`config.mk`:
```
export PLATFORM = sky130hd
export DESIGN_NAME = ppf_framer
export DESIGN_NICKNAME = d
export VERILOG_FILES = /design/src/rtl/ppf_pkg.sv /design/src/rtl/ppf_framer.sv /design/src/rtl/ppf_bit_packer.sv /design/src/rtl/ppf_checksum.sv
export SDC_FILE = /design/constraint.sdc
export NUM_CORES = 1
export LEC_CHECK = 0
export BUFFER_PORTS_ARGS = -buffer_cell sky130_fd_sc_hd__buf_2
export CAP_MARGIN = 25
export CORE_UTILIZATION = 40
export DETAILED_ROUTE_END_ITERATION = 8
export PLACE_DENSITY = 0.6
export REMOVE_ABC_BUFFERS = 1
export SYNTH_ARGS = -nofsm -noshare
export SYNTH_HDL_FRONTEND = slang
export SYNTH_SLANG_ARGS = --single-unit
```
`constraint.sdc`:
```
create_clock -name CLK -period 8.2 [get_ports CLK]
set_input_delay 0 -clock CLK [delete_from_list [all_inputs] [get_ports CLK]]
set_output_delay 0 -clock CLK [all_outputs]
set_load 0.02 [all_outputs]
```
`src/rtl/ppf_pkg.sv`:
```
// Constants, types and helpers shared by the PCM packet framer
// Function
// - Filler makes packet a four-byte multiple, optionally fixed
// - Flags 01 append 8-bit byte sum
// - Flags 10 append 16-bit word sum
// - Flags 11 append 32-bit long-word sum
// - Unpacking per channel, words LSB-aligned on 16 bits
// - Frame sync off gives raw throughput mode
// - Bits 17-0 hold word offset into major frame
// - Bits 20/19/18 flag throughput, packed, unpacked mode
// - Bits 27-26 carry minor frame lock state
// - Bits 25-24 carry major frame lock state
// - Bit 30 set, headers present, except throughput
// - Whole frames with headers, throughput unaligned headerless
// - Order: channel word, stamp, data header, data, trailer
// - Unpacked words padded up to next 16-bit boundary
// - Long sync split in two, second gets odd bit
// - Checksum covers body and filler, not headers; here the channel word and header words are summed too
`default_nettype none

package ppf_pkg;

	// Register byte offsets
	localparam logic [7:0] REG_CTRL      = 8'h00;
	localparam logic [7:0] REG_FRAMES    = 8'h04;
	localparam logic [7:0] REG_FIXLEN    = 8'h08;
	localparam logic [7:0] REG_SYNCLEN   = 8'h0c;
	localparam logic [7:0] REG_STATUS    = 8'h10;

	// Control register fields
	localparam int CTRL_EN_BIT   = 0;
	localparam int CTRL_THRU_BIT = 1;
	localparam int CTRL_UNPK_BIT = 2;
	localparam int CTRL_CKS_LSB  = 3;
	localparam int CTRL_FIX_BIT  = 5;

	// Reset values
	localparam logic [5:0]  CTRL_RST    = 6'h00;
	localparam logic [7:0]  FRAMES_RST  = 8'h01;
	localparam logic [15:0] FIXLEN_RST  = 16'h0000;
	localparam logic [5:0]  SYNCLEN_RST = 6'h10;

	// Channel specific data word fields
	localparam int CSD_IPH_BIT  = 30;
	localparam int CSD_MA_BIT   = 29;
	localparam int CSD_MI_BIT   = 28;
	localparam int CSD_LOCK_LSB = 24;
	localparam int CSD_THRU_BIT = 20;
	localparam int CSD_PACK_BIT = 19;
	localparam int CSD_UNPK_BIT = 18;
	localparam int OFFSET_W     = 18;

	// Intra-packet header layout
	localparam logic [2:0] HDR_LAST_IDX  = 3'd4;
	localparam int         DHDR_LOCK_LSB = 12;

	// Packing geometry
	localparam int          WORD_W      = 16;
	localparam logic [4:0]  WORD_BITS   = 5'd16;
	localparam logic [5:0]  SPLIT_MIN   = 6'd17;
	localparam logic [5:0]  POS_MAX     = 6'h3f;

	// Checksum selections
	localparam logic [1:0] CKS_NONE = 2'b00;
	localparam logic [1:0] CKS_8    = 2'b01;
	localparam logic [1:0] CKS_16   = 2'b10;
	localparam logic [1:0] CKS_32   = 2'b11;

	// One bit from the frame synchronizer with its markers
	typedef struct packed {
		logic valid;
		logic data;
		logic word_end;
		logic minor_start;
		logic major_start;
		logic frame_end;
	} ppf_bit_s;

	// One 16-bit word of the packet stream
	typedef struct packed {
		logic                valid;
		logic [WORD_W-1:0]   data;
		logic                first;
	} ppf_word_s;

	// Framer states, one-hot
	typedef enum logic [7:0] {
		ST_IDLE   = 8'b0000_0001,
		ST_CSD_LO = 8'b0000_0010,
		ST_CSD_HI = 8'b0000_0100,
		ST_HDR    = 8'b0000_1000,
		ST_DATA   = 8'b0001_0000,
		ST_FILL   = 8'b0010_0000,
		ST_CKS    = 8'b0100_0000,
		ST_END    = 8'b1000_0000
	} ppf_state_e;

	// Number of trailer words a checksum selection takes
	function automatic logic [1:0] cks_words(input logic [1:0] sel);
		case (sel)
			CKS_8:   cks_words = 2'd1;
			CKS_16:  cks_words = 2'd1;
			CKS_32:  cks_words = 2'd2;
			default: cks_words = 2'd0;
		endcase
	endfunction : cks_words

endpackage : ppf_pkg

`default_nettype wire

```
`src/rtl/ppf_framer.sv`:
```
// PCM packet framer top: packet sequencing, trailer and register port
//
// Implementation choices: the register offsets and strobed register access.
`default_nettype none

module ppf_framer (
	// Clock and reset
	input  wire logic                  CLK,
	input  wire logic                  RST_N,
	// Frame synchronizer bits
	input  wire ppf_pkg::ppf_bit_s     BIT_IN,
	input  wire logic [3:0]            SYNCHRONIZER_LOCK_STATE,
	input  wire logic [63:0]           TIME_STAMP,
	// Packet word stream
	output ppf_pkg::ppf_word_s         PKT_OUT,
	output logic                       PKT_END,
	// Register port
	input  wire logic [7:0]            REG_ADDR,
	input  wire logic [31:0]           REG_WDATA,
	input  wire logic                  REG_WR,
	input  wire logic                  REG_RD,
	output logic [31:0]                REG_RDATA
);

	ppf_pkg::ppf_state_e state_ff;
	ppf_pkg::ppf_state_e nxt_state;
	logic [5:0]          ctrl_ff;
	logic [7:0]          frames_cfg_ff;
	logic [15:0]         fixlen_ff;
	logic [5:0]          synclen_ff;
	logic [15:0]         pkt_cnt_ff;
	logic [31:0]         csd_ff;
	logic [63:0]         ts_ff;
	logic [3:0]          lock_ff;
	logic [17:0]         wpos_ff;
	logic [2:0]          hdr_idx_ff;
	logic                cks_idx_ff;
	logic                hdr_pend_ff;
	logic [7:0]          frames_ff;
	logic                frames_done_ff;
	logic [7:0]          dcnt_ff;
	logic [15:0]         wcnt_ff;
	logic                cfg_en;
	logic                cfg_thru;
	logic                cfg_unpk;
	logic [1:0]          cfg_cks;
	logic                cfg_fix;
	logic                start_framed;
	logic                capturing;
	logic                pk_en;
	logic                pk_take;
	logic                pk_valid;
	logic [15:0]         pk_data;
	logic                pk_ready;
	logic                em_v;
	logic [15:0]         em_d;
	logic                cks_add;
	logic [31:0]         cks_sum;
	logic [15:0]         tot;
	logic                fill_ok;

	assign cfg_en   = ctrl_ff[ppf_pkg::CTRL_EN_BIT];
	assign cfg_thru = ctrl_ff[ppf_pkg::CTRL_THRU_BIT];
	assign cfg_unpk = ctrl_ff[ppf_pkg::CTRL_UNPK_BIT];
	assign cfg_cks  = ctrl_ff[ppf_pkg::CTRL_CKS_LSB +: 2];
	assign cfg_fix  = ctrl_ff[ppf_pkg::CTRL_FIX_BIT];

	// Packet start and bit capture window
	always_comb begin
		// Framed packets open only on a minor frame start
		start_framed = cfg_en & ~cfg_thru & (state_ff == ppf_pkg::ST_IDLE)
			& BIT_IN.valid & BIT_IN.minor_start;
		capturing    = ((state_ff == ppf_pkg::ST_CSD_LO) | (state_ff == ppf_pkg::ST_CSD_HI)
			| (state_ff == ppf_pkg::ST_HDR) | (state_ff == ppf_pkg::ST_DATA)) & ~frames_done_ff;
		pk_en        = cfg_en & (cfg_thru | capturing | start_framed);
		pk_take      = pk_en & BIT_IN.valid;
		// Trailer length with zero filler added until both targets hold
		tot          = wcnt_ff + {14'h0000, ppf_pkg::cks_words(cfg_cks)};
		fill_ok      = ~tot[0] & (~cfg_fix | (tot >= fixlen_ff));
	end

	// Packet sequencing and word selection
	always_comb begin
		nxt_state = state_ff;
		em_v      = 1'b0;
		em_d      = 16'h0000;
		pk_ready  = 1'b0;
		case (state_ff)
			ppf_pkg::ST_IDLE: begin
				if (cfg_en & (cfg_thru ? pk_valid : start_framed)) begin
					nxt_state = ppf_pkg::ST_CSD_LO;
				end
			end
			ppf_pkg::ST_CSD_LO: begin
				em_v      = 1'b1;
				em_d      = csd_ff[15:0];
				nxt_state = ppf_pkg::ST_CSD_HI;
			end
			ppf_pkg::ST_CSD_HI: begin
				em_v      = 1'b1;
				em_d      = csd_ff[31:16];
				nxt_state = cfg_thru ? ppf_pkg::ST_DATA : ppf_pkg::ST_HDR;
			end
			ppf_pkg::ST_HDR: begin
				em_v = 1'b1;
				case (hdr_idx_ff)
					3'd0:    em_d = ts_ff[15:0];
					3'd1:    em_d = ts_ff[31:16];
					3'd2:    em_d = ts_ff[47:32];
					3'd3:    em_d = ts_ff[63:48];
					default: em_d = {lock_ff, 12'h000};
				endcase
				if (hdr_idx_ff == ppf_pkg::HDR_LAST_IDX) begin
					nxt_state = ppf_pkg::ST_DATA;
				end
			end
			ppf_pkg::ST_DATA: begin
				if (pk_valid) begin
					em_v     = 1'b1;
					em_d     = pk_data;
					pk_ready = 1'b1;
					if (cfg_thru & ((dcnt_ff + 8'd1) == frames_cfg_ff)) begin
						nxt_state = ppf_pkg::ST_FILL;
					end
				end else if (hdr_pend_ff) begin
					// Previous frame fully out before the next header
					nxt_state = ppf_pkg::ST_HDR;
				end else if (~cfg_thru & frames_done_ff) begin
					nxt_state = ppf_pkg::ST_FILL;
				end
			end
			ppf_pkg::ST_FILL: begin
				if (fill_ok) begin
					nxt_state = (cfg_cks == ppf_pkg::CKS_NONE) ? ppf_pkg::ST_END : ppf_pkg::ST_CKS;
				end else begin
					em_v = 1'b1;
				end
			end
			ppf_pkg::ST_CKS: begin
				em_v = 1'b1;
				case (cfg_cks)
					ppf_pkg::CKS_8:  em_d = {cks_sum[7:0], 8'h00};
					ppf_pkg::CKS_16: em_d = cks_sum[15:0];
					default:         em_d = cks_idx_ff ? cks_sum[31:16] : cks_sum[15:0];
				endcase
				if ((cfg_cks != ppf_pkg::CKS_32) | cks_idx_ff) begin
					nxt_state = ppf_pkg::ST_END;
				end
			end
			ppf_pkg::ST_END: begin
				nxt_state = ppf_pkg::ST_IDLE;
			end
			default: begin
				nxt_state = ppf_pkg::ST_IDLE;
			end
		endcase
		// The checksum word itself never joins the sum
		cks_add = em_v & (state_ff != ppf_pkg::ST_CKS);
	end

	// State register and header and checksum word indices
	always_ff @(posedge CLK or negedge RST_N) begin
		if (!RST_N) begin
			state_ff   <= ppf_pkg::ST_IDLE;
			hdr_idx_ff <= 3'd0;
			cks_idx_ff <= 1'b0;
		end else begin
			state_ff   <= nxt_state;
			hdr_idx_ff <= (state_ff == ppf_pkg::ST_HDR) ? hdr_idx_ff + 3'd1 : 3'd0;
			cks_idx_ff <= (state_ff == ppf_pkg::ST_CKS) ? ~cks_idx_ff : 1'b0;
		end
	end

	// Word position within the major frame, tracked on every bit
	always_ff @(posedge CLK or negedge RST_N) begin
		if (!RST_N) begin
			wpos_ff <= 18'h00000;
		end else if (BIT_IN.valid) begin
			wpos_ff <= BIT_IN.major_start ? {17'h00000, BIT_IN.word_end}
				: wpos_ff + {17'h00000, BIT_IN.word_end};
		end
	end

	// Channel specific data word, latched at packet start
	always_ff @(posedge CLK or negedge RST_N) begin
		if (!RST_N) begin
			csd_ff <= 32'h00000000;
		end else if (state_ff == ppf_pkg::ST_IDLE) begin
			csd_ff <= 32'h00000000;
			if (cfg_thru) begin
				csd_ff[ppf_pkg::CSD_THRU_BIT] <= 1'b1;
			end else begin
				csd_ff[ppf_pkg::CSD_IPH_BIT]  <= 1'b1;
				csd_ff[ppf_pkg::CSD_MA_BIT]   <= BIT_IN.major_start;
				csd_ff[ppf_pkg::CSD_MI_BIT]   <= BIT_IN.minor_start;
				csd_ff[ppf_pkg::CSD_LOCK_LSB +: 4] <= SYNCHRONIZER_LOCK_STATE;
				csd_ff[ppf_pkg::CSD_PACK_BIT] <= ~cfg_unpk;
				csd_ff[ppf_pkg::CSD_UNPK_BIT] <= cfg_unpk;
				if (cfg_unpk) begin
					csd_ff[ppf_pkg::OFFSET_W-1:0] <= BIT_IN.major_start ? 18'h00000 : wpos_ff;
				end
			end
		end
	end

	// Time stamp and lock state caught at each accepted minor frame start
	always_ff @(posedge CLK or negedge RST_N) begin
		if (!RST_N) begin
			ts_ff   <= 64'h0000000000000000;
			lock_ff <= 4'h0;
		end else if (pk_take & BIT_IN.minor_start & ~cfg_thru) begin
			ts_ff   <= TIME_STAMP;
			lock_ff <= SYNCHRONIZER_LOCK_STATE;
		end
	end

	// Pending header for frames after the first; a new start wins the clear
	always_ff @(posedge CLK or negedge RST_N) begin
		if (!RST_N) begin
			hdr_pend_ff <= 1'b0;
		end else if (pk_take & BIT_IN.minor_start & ~cfg_thru
				& (state_ff == ppf_pkg::ST_DATA)) begin
			hdr_pend_ff <= 1'b1;
		end else if (state_ff == ppf_pkg::ST_HDR) begin
			hdr_pend_ff <= 1'b0;
		end
	end

	// Whole frame count; capture stops once the last frame ends
	always_ff @(posedge CLK or negedge RST_N) begin
		if (!RST_N) begin
			frames_ff      <= 8'h00;
			frames_done_ff <= 1'b0;
		end else if (state_ff == ppf_pkg::ST_END) begin
			frames_ff      <= 8'h00;
			frames_done_ff <= 1'b0;
		end else if (pk_take & BIT_IN.frame_end & ~cfg_thru) begin
			frames_ff      <= frames_ff + 8'd1;
			frames_done_ff <= ((frames_ff + 8'd1) >= frames_cfg_ff);
		end
	end

	// Emitted word counts for filler and throughput length
	always_ff @(posedge CLK or negedge RST_N) begin
		if (!RST_N) begin
			wcnt_ff <= 16'h0000;
			dcnt_ff <= 8'h00;
		end else if (state_ff == ppf_pkg::ST_IDLE) begin
			wcnt_ff <= 16'h0000;
			dcnt_ff <= 8'h00;
		end else begin
			wcnt_ff <= wcnt_ff + {15'h0000, em_v};
			dcnt_ff <= dcnt_ff + {7'h00, pk_ready};
		end
	end

	// Registered stream outputs and packet counter
	always_ff @(posedge CLK or negedge RST_N) begin
		if (!RST_N) begin
			PKT_OUT    <= '0;
			PKT_END    <= 1'b0;
			pkt_cnt_ff <= 16'h0000;
		end else begin
			PKT_OUT.valid <= em_v;
			PKT_OUT.data  <= em_d;
			PKT_OUT.first <= em_v & (state_ff == ppf_pkg::ST_CSD_LO);
			PKT_END       <= (state_ff == ppf_pkg::ST_END);
			pkt_cnt_ff    <= pkt_cnt_ff + {15'h0000, (state_ff == ppf_pkg::ST_END)};
		end
	end

	// Register writes
	always_ff @(posedge CLK or negedge RST_N) begin
		if (!RST_N) begin
			ctrl_ff       <= ppf_pkg::CTRL_RST;
			frames_cfg_ff <= ppf_pkg::FRAMES_RST;
			fixlen_ff     <= ppf_pkg::FIXLEN_RST;
			synclen_ff    <= ppf_pkg::SYNCLEN_RST;
		end else if (REG_WR) begin
			case (REG_ADDR)
				ppf_pkg::REG_CTRL:    ctrl_ff       <= REG_WDATA[5:0];
				ppf_pkg::REG_FRAMES:  frames_cfg_ff <= REG_WDATA[7:0];
				ppf_pkg::REG_FIXLEN:  fixlen_ff     <= REG_WDATA[15:0];
				ppf_pkg::REG_SYNCLEN: synclen_ff    <= REG_WDATA[5:0];
				default:              ctrl_ff       <= ctrl_ff;
			endcase
		end
	end

	// Register reads, one cycle later; unmapped reads give zero
	always_ff @(posedge CLK or negedge RST_N) begin
		if (!RST_N) begin
			REG_RDATA <= 32'h00000000;
		end else if (REG_RD) begin
			case (REG_ADDR)
				ppf_pkg::REG_CTRL:    REG_RDATA <= {26'h0000000, ctrl_ff};
				ppf_pkg::REG_FRAMES:  REG_RDATA <= {24'h000000, frames_cfg_ff};
				ppf_pkg::REG_FIXLEN:  REG_RDATA <= {16'h0000, fixlen_ff};
				ppf_pkg::REG_SYNCLEN: REG_RDATA <= {26'h0000000, synclen_ff};
				ppf_pkg::REG_STATUS:  REG_RDATA <= {8'h00, state_ff, pkt_cnt_ff};
				default:              REG_RDATA <= 32'h00000000;
			endcase
		end else begin
			REG_RDATA <= 32'h00000000;
		end
	end

	// Bit assembly into packet words
	ppf_bit_packer u_packer (
		.clk       (CLK),
		.rst_n     (RST_N),
		.en        (pk_en),
		.thru      (cfg_thru),
		.unpk      (cfg_unpk),
		.sync_len  (synclen_ff),
		.bit_in    (BIT_IN),
		.out_ready (pk_ready),
		.out_valid (pk_valid),
		.out_data  (pk_data)
	);

	// Checksum over channel word, headers, body and filler, cleared between packets
	ppf_checksum u_cks (
		.clk   (CLK),
		.rst_n (RST_N),
		.clr   (state_ff == ppf_pkg::ST_IDLE),
		.add   (cks_add),
		.sel   (cfg_cks),
		.word  (em_d),
		.sum   (cks_sum)
	);

endmodule : ppf_framer

`default_nettype wire

```
`src/rtl/ppf_bit_packer.sv`:
```
// Bit assembler turning synchronizer bits into 16-bit packet words
`default_nettype none

module ppf_bit_packer (
	// Clock and reset
	input  wire logic                      clk,
	input  wire logic                      rst_n,
	// Mode
	input  wire logic                      en,
	input  wire logic                      thru,
	input  wire logic                      unpk,
	input  wire logic [5:0]                sync_len,
	// Incoming bits
	input  wire ppf_pkg::ppf_bit_s         bit_in,
	// Word out, one deep
	input  wire logic                      out_ready,
	output logic                           out_valid,
	output logic [ppf_pkg::WORD_W-1:0]     out_data
);

	logic [ppf_pkg::WORD_W-1:0] acc_ff;
	logic [4:0]                 cnt_ff;
	logic [5:0]                 pos_ff;
	logic                       take;
	logic [ppf_pkg::WORD_W-1:0] nxt_acc;
	logic [4:0]                 nxt_cnt;
	logic [5:0]                 idx;
	logic                       split;
	logic                       flush;

	// Bit position in the minor frame and flush decision
	always_comb begin
		take    = en & bit_in.valid;
		nxt_acc = {acc_ff[ppf_pkg::WORD_W-2:0], bit_in.data};
		nxt_cnt = cnt_ff + 5'd1;
		idx     = bit_in.minor_start ? 6'd0 : pos_ff;
		// First sync half gets the floor, so an odd extra bit falls to the second
		split   = unpk & (sync_len >= ppf_pkg::SPLIT_MIN)
			& ((idx + 6'd1) == {1'b0, sync_len[5:1]});
		flush   = take & ((nxt_cnt == ppf_pkg::WORD_BITS)
			| (~thru & bit_in.frame_end)
			| (~thru & unpk & (bit_in.word_end | split)));
	end

	// Shift register; cleared on flush so short words leave zero pad on top
	always_ff @(posedge clk or negedge rst_n) begin
		if (!rst_n) begin
			acc_ff <= 16'h0000;
			cnt_ff <= 5'h00;
		end else if (flush) begin
			acc_ff <= 16'h0000;
			cnt_ff <= 5'h00;
		end else if (take) begin
			acc_ff <= nxt_acc;
			cnt_ff <= nxt_cnt;
		end
	end

	// Frame bit position, saturating past the longest sync
	always_ff @(posedge clk or negedge rst_n) begin
		if (!rst_n) begin
			pos_ff <= 6'h00;
		end else if (take) begin
			pos_ff <= (idx == ppf_pkg::POS_MAX) ? idx : idx + 6'd1;
		end
	end

	// Holding word; a new flush wins over the take of the old one
	always_ff @(posedge clk or negedge rst_n) begin
		if (!rst_n) begin
			out_valid <= 1'b0;
			out_data  <= 16'h0000;
		end else if (flush) begin
			out_valid <= 1'b1;
			out_data  <= nxt_acc;
		end else if (out_ready) begin
			out_valid <= 1'b0;
		end
	end

endmodule : ppf_bit_packer

`default_nettype wire

```
`src/rtl/ppf_checksum.sv`:
```
// Data checksum accumulator over the 16-bit packet stream
`default_nettype none

module ppf_checksum (
	// Clock and reset
	input  wire logic                  clk,
	input  wire logic                  rst_n,
	// Control
	input  wire logic                  clr,
	input  wire logic                  add,
	input  wire logic [1:0]            sel,
	input  wire logic [15:0]           word,
	// Running sum
	output logic [31:0]                sum
);

	logic        phase_ff;
	logic [31:0] addend;

	// Addend per selection; long words take the low half first
	always_comb begin
		case (sel)
			ppf_pkg::CKS_8:  addend = {24'h000000, word[7:0]} + {24'h000000, word[15:8]};
			ppf_pkg::CKS_16: addend = {16'h0000, word};
			ppf_pkg::CKS_32: addend = phase_ff ? {word, 16'h0000} : {16'h0000, word};
			default:         addend = 32'h00000000;
		endcase
	end

	// Carries past the top bit simply fall off
	always_ff @(posedge clk or negedge rst_n) begin
		if (!rst_n) begin
			sum      <= 32'h00000000;
			phase_ff <= 1'b0;
		end else if (clr) begin
			sum      <= 32'h00000000;
			phase_ff <= 1'b0;
		end else if (add) begin
			sum      <= sum + addend;
			phase_ff <= ~phase_ff;
		end
	end

endmodule : ppf_checksum

`default_nettype wire

```
Yosys cells after proc, flatten, opt, wreduce, memory -nomap -nowiden. Cells that the tools add are included.

Register bits: 339. Bits of input ports: 118. Output and inout bits: 51. Word-level logic and storage cells: 185.

Add/sub/neg operators: 12. $lt $le $gt $ge: 3. Equal/unequal tests: 31. Multiplexer cells: 54. Bitwise gates (word level): 41. Reductions and logical operators: 15.

Operators by type and width (number): two-way mux 32 bit (4); case mux 24 bit (5 select lines) (1); two-way mux 8 bit (12); case mux 32 bit (3 select lines) (1); case mux 16 bit (5 select lines) (1); case mux 16 bit (4 select lines) (1); case mux 8 bit (7 select lines) (1); two-way mux 18 bit (3); two-way mux 16 bit (3); adder 16 x 1 -> 16 bit (2); adder 32 bit (1); case mux 16 bit (2 select lines) (1); two-way mux 15 bit (2); AND 1 bit (24); == test 8 x 4 -> 1 bit, second input constant (3); two-way mux 20 bit (1); adder 18 x 1 -> 18 bit (1); adder 16 x 2 -> 16 bit (1); adder 8 x 1 -> 8 bit, second input constant (2); == test 8 x 3 -> 1 bit, second input constant (2); == test 8 x 5 -> 1 bit, second input constant (2); >= comparator 16 bit (1); two-way mux 5 bit (3); two-way mux 1 bit (14); other kinds (40) (69).

Depth between registers and ports, before layout.
Depth in word-level cells: 13. Gate-level depth with buffers: 29. Mapped depth without buffers: 27.

By module. From an unflattened synthesis, not the netlist that was laid out.

Cell total of the unflattened synthesis: 1746. Area total of the unflattened synthesis: 18243.7 µm².

Modules (own cells, without submodules): ppf_framer (instances 1, cells each 1171, area an instance 12757.2 µm², sequential area each 6384.9 µm²); ppf_checksum (instances 1, cells each 414, area an instance 3465.8 µm², sequential area each 825.8 µm²); ppf_bit_packer (instances 1, cells each 161, area an instance 2020.7 µm², sequential area each 1076.0 µm²).

Worst setup path before layout. OpenSTA, ideal clock, no wires.

Path kind: reg-to-reg. From: register ctrl_ff[3]. To: register u_cks.sum[29]. Library setup time: 147 ps. Arrival time: 5532 ps. Required time: 8053 ps. Setup slack: 2521 ps. Cell stages (with the launch flop): 29. Buffers on the path: 2. Clock period less this slack: 5679 ps. Cells stage by stage: dfrtp_1 > inv_1 > ha_1 > clkbuf_1 > inv_1 > clkbuf_1 > a211oi_1 > a221o_1 > a211oi_1 > inv_1 > ha_1 > fa_1 > a21o_1 > a21oi_1 > o21bai_1 > a21oi_1 > nor2b_1 > o21a_1 > o21ai_0 > o21ai_0 > ha_1 > a21oi_1 > a21oi_1 > o31ai_1 > a41oi_1 > o21a_1 > o21ai_0 > mux2i_1 > o311ai_0.

Elaborated cells between the ends (all ways): 22. Those cells by class: add/sub: 3; order compare: 1; eq/ne: 3; mux: 9; bitwise: 4; reduce/logical: 2.

RTL lines: start: declaration (RTL line ppf_framer.sv:27) `logic [5:0] ctrl_ff;`; start signal: assignment (RTL line ppf_framer.sv:275) `ctrl_ff <= ppf_pkg::CTRL_RST;`; start signal: assignment (RTL line ppf_framer.sv:281) `ppf_pkg::REG_CTRL: ctrl_ff <= REG_WDATA[5:0];`; start signal: assignment (RTL line ppf_framer.sv:285) `default: ctrl_ff <= ctrl_ff;`; == test 2 bit or == test 2 x 1 -> 1 bit (tied branches) (RTL line ppf_framer.sv:141) `case (cfg_cks)`; case mux 16 bit (2 select lines) * (RTL line ppf_framer.sv:141); case mux 16 bit (5 select lines) * (RTL line ppf_framer.sv:88) `case (state_ff)`; net em_d[8] (RTL line ppf_framer.sv:56) `logic [15:0] em_d;`; adder 8 x 8 -> 9 bit or two-way mux 32 bit (tied branches) (RTL line ppf_checksum.sv:23, ppf_checksum.sv:25); case mux 32 bit (3 select lines) * (RTL line ppf_checksum.sv:22) `case (sel)`; adder 32 bit * (RTL line ppf_checksum.sv:39) `sum <= sum + addend;`; two-way mux 32 bit * (RTL line ppf_checksum.sv:38) `end else if (add) begin`; two-way mux 32 bit * (RTL line ppf_checksum.sv:35) `end else if (clr) begin`; end signal: assignment (RTL line ppf_checksum.sv:39); end: declaration (RTL line ppf_checksum.sv:14) `output logic [31:0] sum`.

The timed path passes the listed nets; every way through them passes the cells marked *. The select of a mux whose other input is x is not followed. A chain may end at the register's enable or synchronous reset.

Worst setup path in the final report. Same ends and word-level chain as after synthesis.

==> load_flow_metrics.sql <==
INSERT INTO impl_metrics (metric_group, metric, value, unit) VALUES
('timing', 'fin_setup_tns', '0', 'ps'),
('global_routing', 'antenna_found_initial', '0', ''),
('drt', 'num_vias', '14200', ''),
('global_routing', 'global_route.peak_usage_layer', 'met2', ''),
('global_routing', 'global_route.usage.met1', '30.3', '%'),
('worst_setup_path', 'worstSetupPathType', 'flip-flop to flip-flop', ''),
('timing', 'achievable-frequency', '143', 'MHz'),
('power', 'total_leakage_power', '10.2', 'nW'),
('floorplanning', 'boundaryPins', '169', ''),
('worst_setup_path', 'worstPathArrival', '7400', 'ps'),
('power', 'netSwitchingFraction', '28.1', '%'),
('floorplanning', 'die-width', '215', 'um'),
('cts', 'clock_tree_from_tritoncts', 'built', ''),
('power', 'powerDensity', '192', 'nW/um2'),
('cells_and_area', 'drive_above_1_share', '18.1', '%'),
('cts', 'skew_pair_late_insertion_delay', '570', 'ps'),
('worst_setup_path', 'slowest_stage', 'a211oi_1', ''),
('timing', 'maxSlewHeadroom', '26.4', '%'),
('drt', 'post_drt_via_cell_ratio', '5.47', ''),
('power', 'intPower', '2.99', 'mW'),
('floorplanning', 'placeableCoreArea', '44400', 'um2'),
('cells_and_area', 'final_util', '48.8', '%'),
('synth', 'synth.avg_cell_area', '10.2', 'um2'),
('drt', 'drc', '0', ''),
('worst_setup_path', 'path_common_cell', 'a21oi_1', ''),
('synth', 'post_synth_main_area_contributors', 'dfrtp_1 (45%), mux2_2 (6.4%), ha_1 (6.0%), xnor2_1 (3.2%), o21ai_0 (3.2%)', ''),
('cts', 'sink_count_of_the_clock_tree', '331', ''),
('synth', 'postSynthRegisterBits', '331', ''),
('flow_run', 'max_cap_viol_count', '0', ''),
('global_routing', 'overflow', '0', ''),
('cts', 'cts-hold-fix-buffers', '98', ''),
('synth', 'postSynthCellCount', '1774', ''),
('timing', 'skew', '16.3', 'ps'),
('timing', 'finalHoldViolations', '0', ''),
('place', 'detailed_place_hpwl', '34.8', 'mm'),
('drt', 'routedWlPerCell', '19.0', 'um'),
('synth', 'netlist.area_leader.share', '45.3', '%'),
('global_routing', 'gr-usage-met3', '3.38', '%'),
('worst_setup_path', 'setup.worst_path.end_class', 'flip-flop', ''),
('place', 'placed_cells', '2434', ''),
('cts', 'post-cts-setup-buffer-count', '0', ''),
('floorplanning', 'die_area', '46200', 'um2'),
('place', 'port_buffers', '144', ''),
('worst_setup_path', 'timing.critical_path.fanout_max', '14', ''),
('global_routing', 'vias_in_the_first_global_route', '14200', ''),
('power', 'share_comb_of_total_power', '13.4', '%'),
('cts', 'cts_made_buffers', '39', ''),
('timing', 'fin_crit', '6990', 'ps'),
('synth', 'edff_count_synth', '0', ''),
('power', 'sequentialPowerShare', '43.5', '%'),
('cts', 'cts.clk_slew.worst_paths', '60', 'ps'),
('global_routing', 'grt_pass1_wl', '79.2', 'mm'),
('worst_setup_path', 'worst_ep_required', '8610', 'ps'),
('drt', 'drt_first_pass_iters', '5', ''),
('cells_and_area', 'finish.instance_area', '21700', 'um2'),
('synth', 'yosys.cell_count.top_type', 'dfrtp_1', ''),
('synth', 'synth.distinct_cells', '81', ''),
('timing', 'report.final.setup_viol', '0', ''),
('status', 'run_status', 'finished clean', ''),
('place', 'placed_cell_area', '19400', 'um2'),
('cts', 'root_buffer_cell', 'clkbuf_16', ''),
('cells_and_area', 'num_antenna_cells', '0', ''),
('place', 'gpl.final_weighted_congestion', '0.900', ''),
('synth', 'synth-main-ff-cell', 'dfrtp_1', ''),
('floorplanning', 'floorplan.initialDensity', '40.8', '%'),
('synth', 'share_of_flip_flops_with_an_asynchronous_set_or_reset', '100', '%'),
('timing', 'slew_viol_final', '0', ''),
('timing', 'worst-slew-pin-transition', '1090', 'ps'),
('synth', 'synth.top_cells.by_count', 'dfrtp_1 (328), nand2_1 (151), o21ai_0 (115)', ''),
('cells_and_area', 'layout-area-overhead-vs-synth', '19.5', '%'),
('cts', 'number_of_h_tree_levels', '2', '');
-- power groups by stage --
stage / logic (mW) / clock network [mW] / registers (mW)
CTS: 0.562 / 1.84 / 1.81
global placement: 0.513 / 0 / 1.83
detailed placement: 0.523 / 0 / 1.84
finish: 0.559 / 1.79 / 1.81
floorplan: 0.308 / 0 / 1.82
global route: 0.619 / 1.90 / 1.82
-- per-stage QoR --
step           power, mW  worst slack (ps)  hold WS [ps]
6_report            4.16              1210          52.7
5_1_grt             4.34               810          38.1
4_1_cts             4.21              1300          4.84
3_5_place_dp        2.36              1300           145
3_3_place_gp        2.35              1510           142
2_1_floorplan       2.12              2430          -296
-- cells by family (layout without fill, tap and decap cells) --
kind of cell / after synthesis / in the layout / share of synthesized area, %
other cells: 1 / 8 / 0.0207
fa+ha+maj: 90 / 90 / 6.34
compound gates: 408 / 408 / 15.5
buf+inv: 170 / 398 / 3.88
flops: 331 / 331 / 45.7
simple gates: 519 / 519 / 14.3
xor+xnor: 116 / 116 / 5.60
mux: 139 / 139 / 8.70
-- area by class of cell --
class,instances,area [um2]
Clock buffer,53,1130
Clock inverter,16,200
Fill cell,4021,22700
Inverter,71,267
Multi-Input combinational cell,1280,9210
Sequential cell,331,8290
Tap cell,592,741
Timing Repair Buffer,258,1840
-- sequential cells by signal (all words and copies together), names as in the netlist, 8 cells and up --
name / cells
frames_cfg_ff: 8
REG_RDATA: 24
ts_ff: 64
state_ff: 8
dcnt_ff: 8
wcnt_ff: 16
pkt_cnt_ff: 16
csd_ff: 28
u_cks.sum: 32
wpos_ff: 18
PKT_OUT: 18
u_packer.out_data: 16
fixlen_ff: 16
frames_ff: 8
u_packer.acc_ff: 15
-- final timing paths --
| kind | cells past startpoint | slack, ps | end | startpoint |
|---|---|---|---|---|
| setup / recovery | 26 | 1210 | u_cks.sum[29]$_DFFE_PN0P_ | ctrl_ff[3]$_DFFE_PN0P_ |
| hold / removal | 3 | 50 | ctrl_ff[2]$_DFFE_PN0P_ | REG_WR |
| setup reg to reg | 26 | 1210 | u_cks.sum[29]$_DFFE_PN0P_ | ctrl_ff[3]$_DFFE_PN0P_ |
| hold reg to reg | 1 | 480 | pkt_cnt_ff[15]$_DFF_PN0_ | pkt_cnt_ff[15]$_DFF_PN0_ |
| max in group asynchronous | 3 | 6580 | fixlen_ff[5]$_DFFE_PN0P_ | RST_N |
| min in group asynchronous | 2 | 110 | fixlen_ff[12]$_DFFE_PN0P_ | RST_N |
-- cell usage in the layout, fill, tap and decap left out, drive strengths merged, types with 8 or more instances in the layout --
master | Yosys | final
dfrtp | 328 | 328
buf | 26 | 160
nand2 | 151 | 151
mux2 | 121 | 121
o21ai | 115 | 115
nor2 | 114 | 114
dlygate4sd3 | 0 | 98
ha | 87 | 87
nand3 | 86 | 86
inv | 71 | 73
xnor2 | 66 | 66
a21oi | 64 | 64
clkbuf | 73 | 53
xor2 | 50 | 50
a22o | 45 | 45
nor2b | 26 | 26
a22oi | 25 | 25
a211oi | 24 | 24
and3 | 23 | 23
nand4 | 22 | 22
a21o | 19 | 19
mux2i | 18 | 18
nor3 | 17 | 17
and2 | 17 | 17
a221oi | 16 | 16
a221o | 12 | 12
nand2b | 12 | 12
clkinv | 0 | 11
and4 | 10 | 10
a31oi | 10 | 10
o31ai | 10 | 10
a222oi | 9 | 9
nor4 | 9 | 9
o21bai | 8 | 8
conb | 1 | 8
-- metal layers --
| layer | up-vias | share of wire (%) |
|---|---|---|
| met2 | 324 | 46 |
| li1 | 6784 | - |
| met5 | - | 0 |
| met4 | 0 | 2.4 |
| met3 | 79 | 5.0 |
| met1 | 7048 | 46 |
-- worst max-delay path, delay by kind of cell (launching register included) --
family | cells | cell delay (ps)
adder cells (fa/ha/maj) | 3 | 1440
buffers and inverters | 3 | 640
multiplexers | 1 | 210
AO/OA/AOI/OAI | 18 | 4030
AND/OR/NAND/NOR | 1 | 70
flip-flops | 1 | 440
Note: power is estimated with default switching activity, not from simulation.
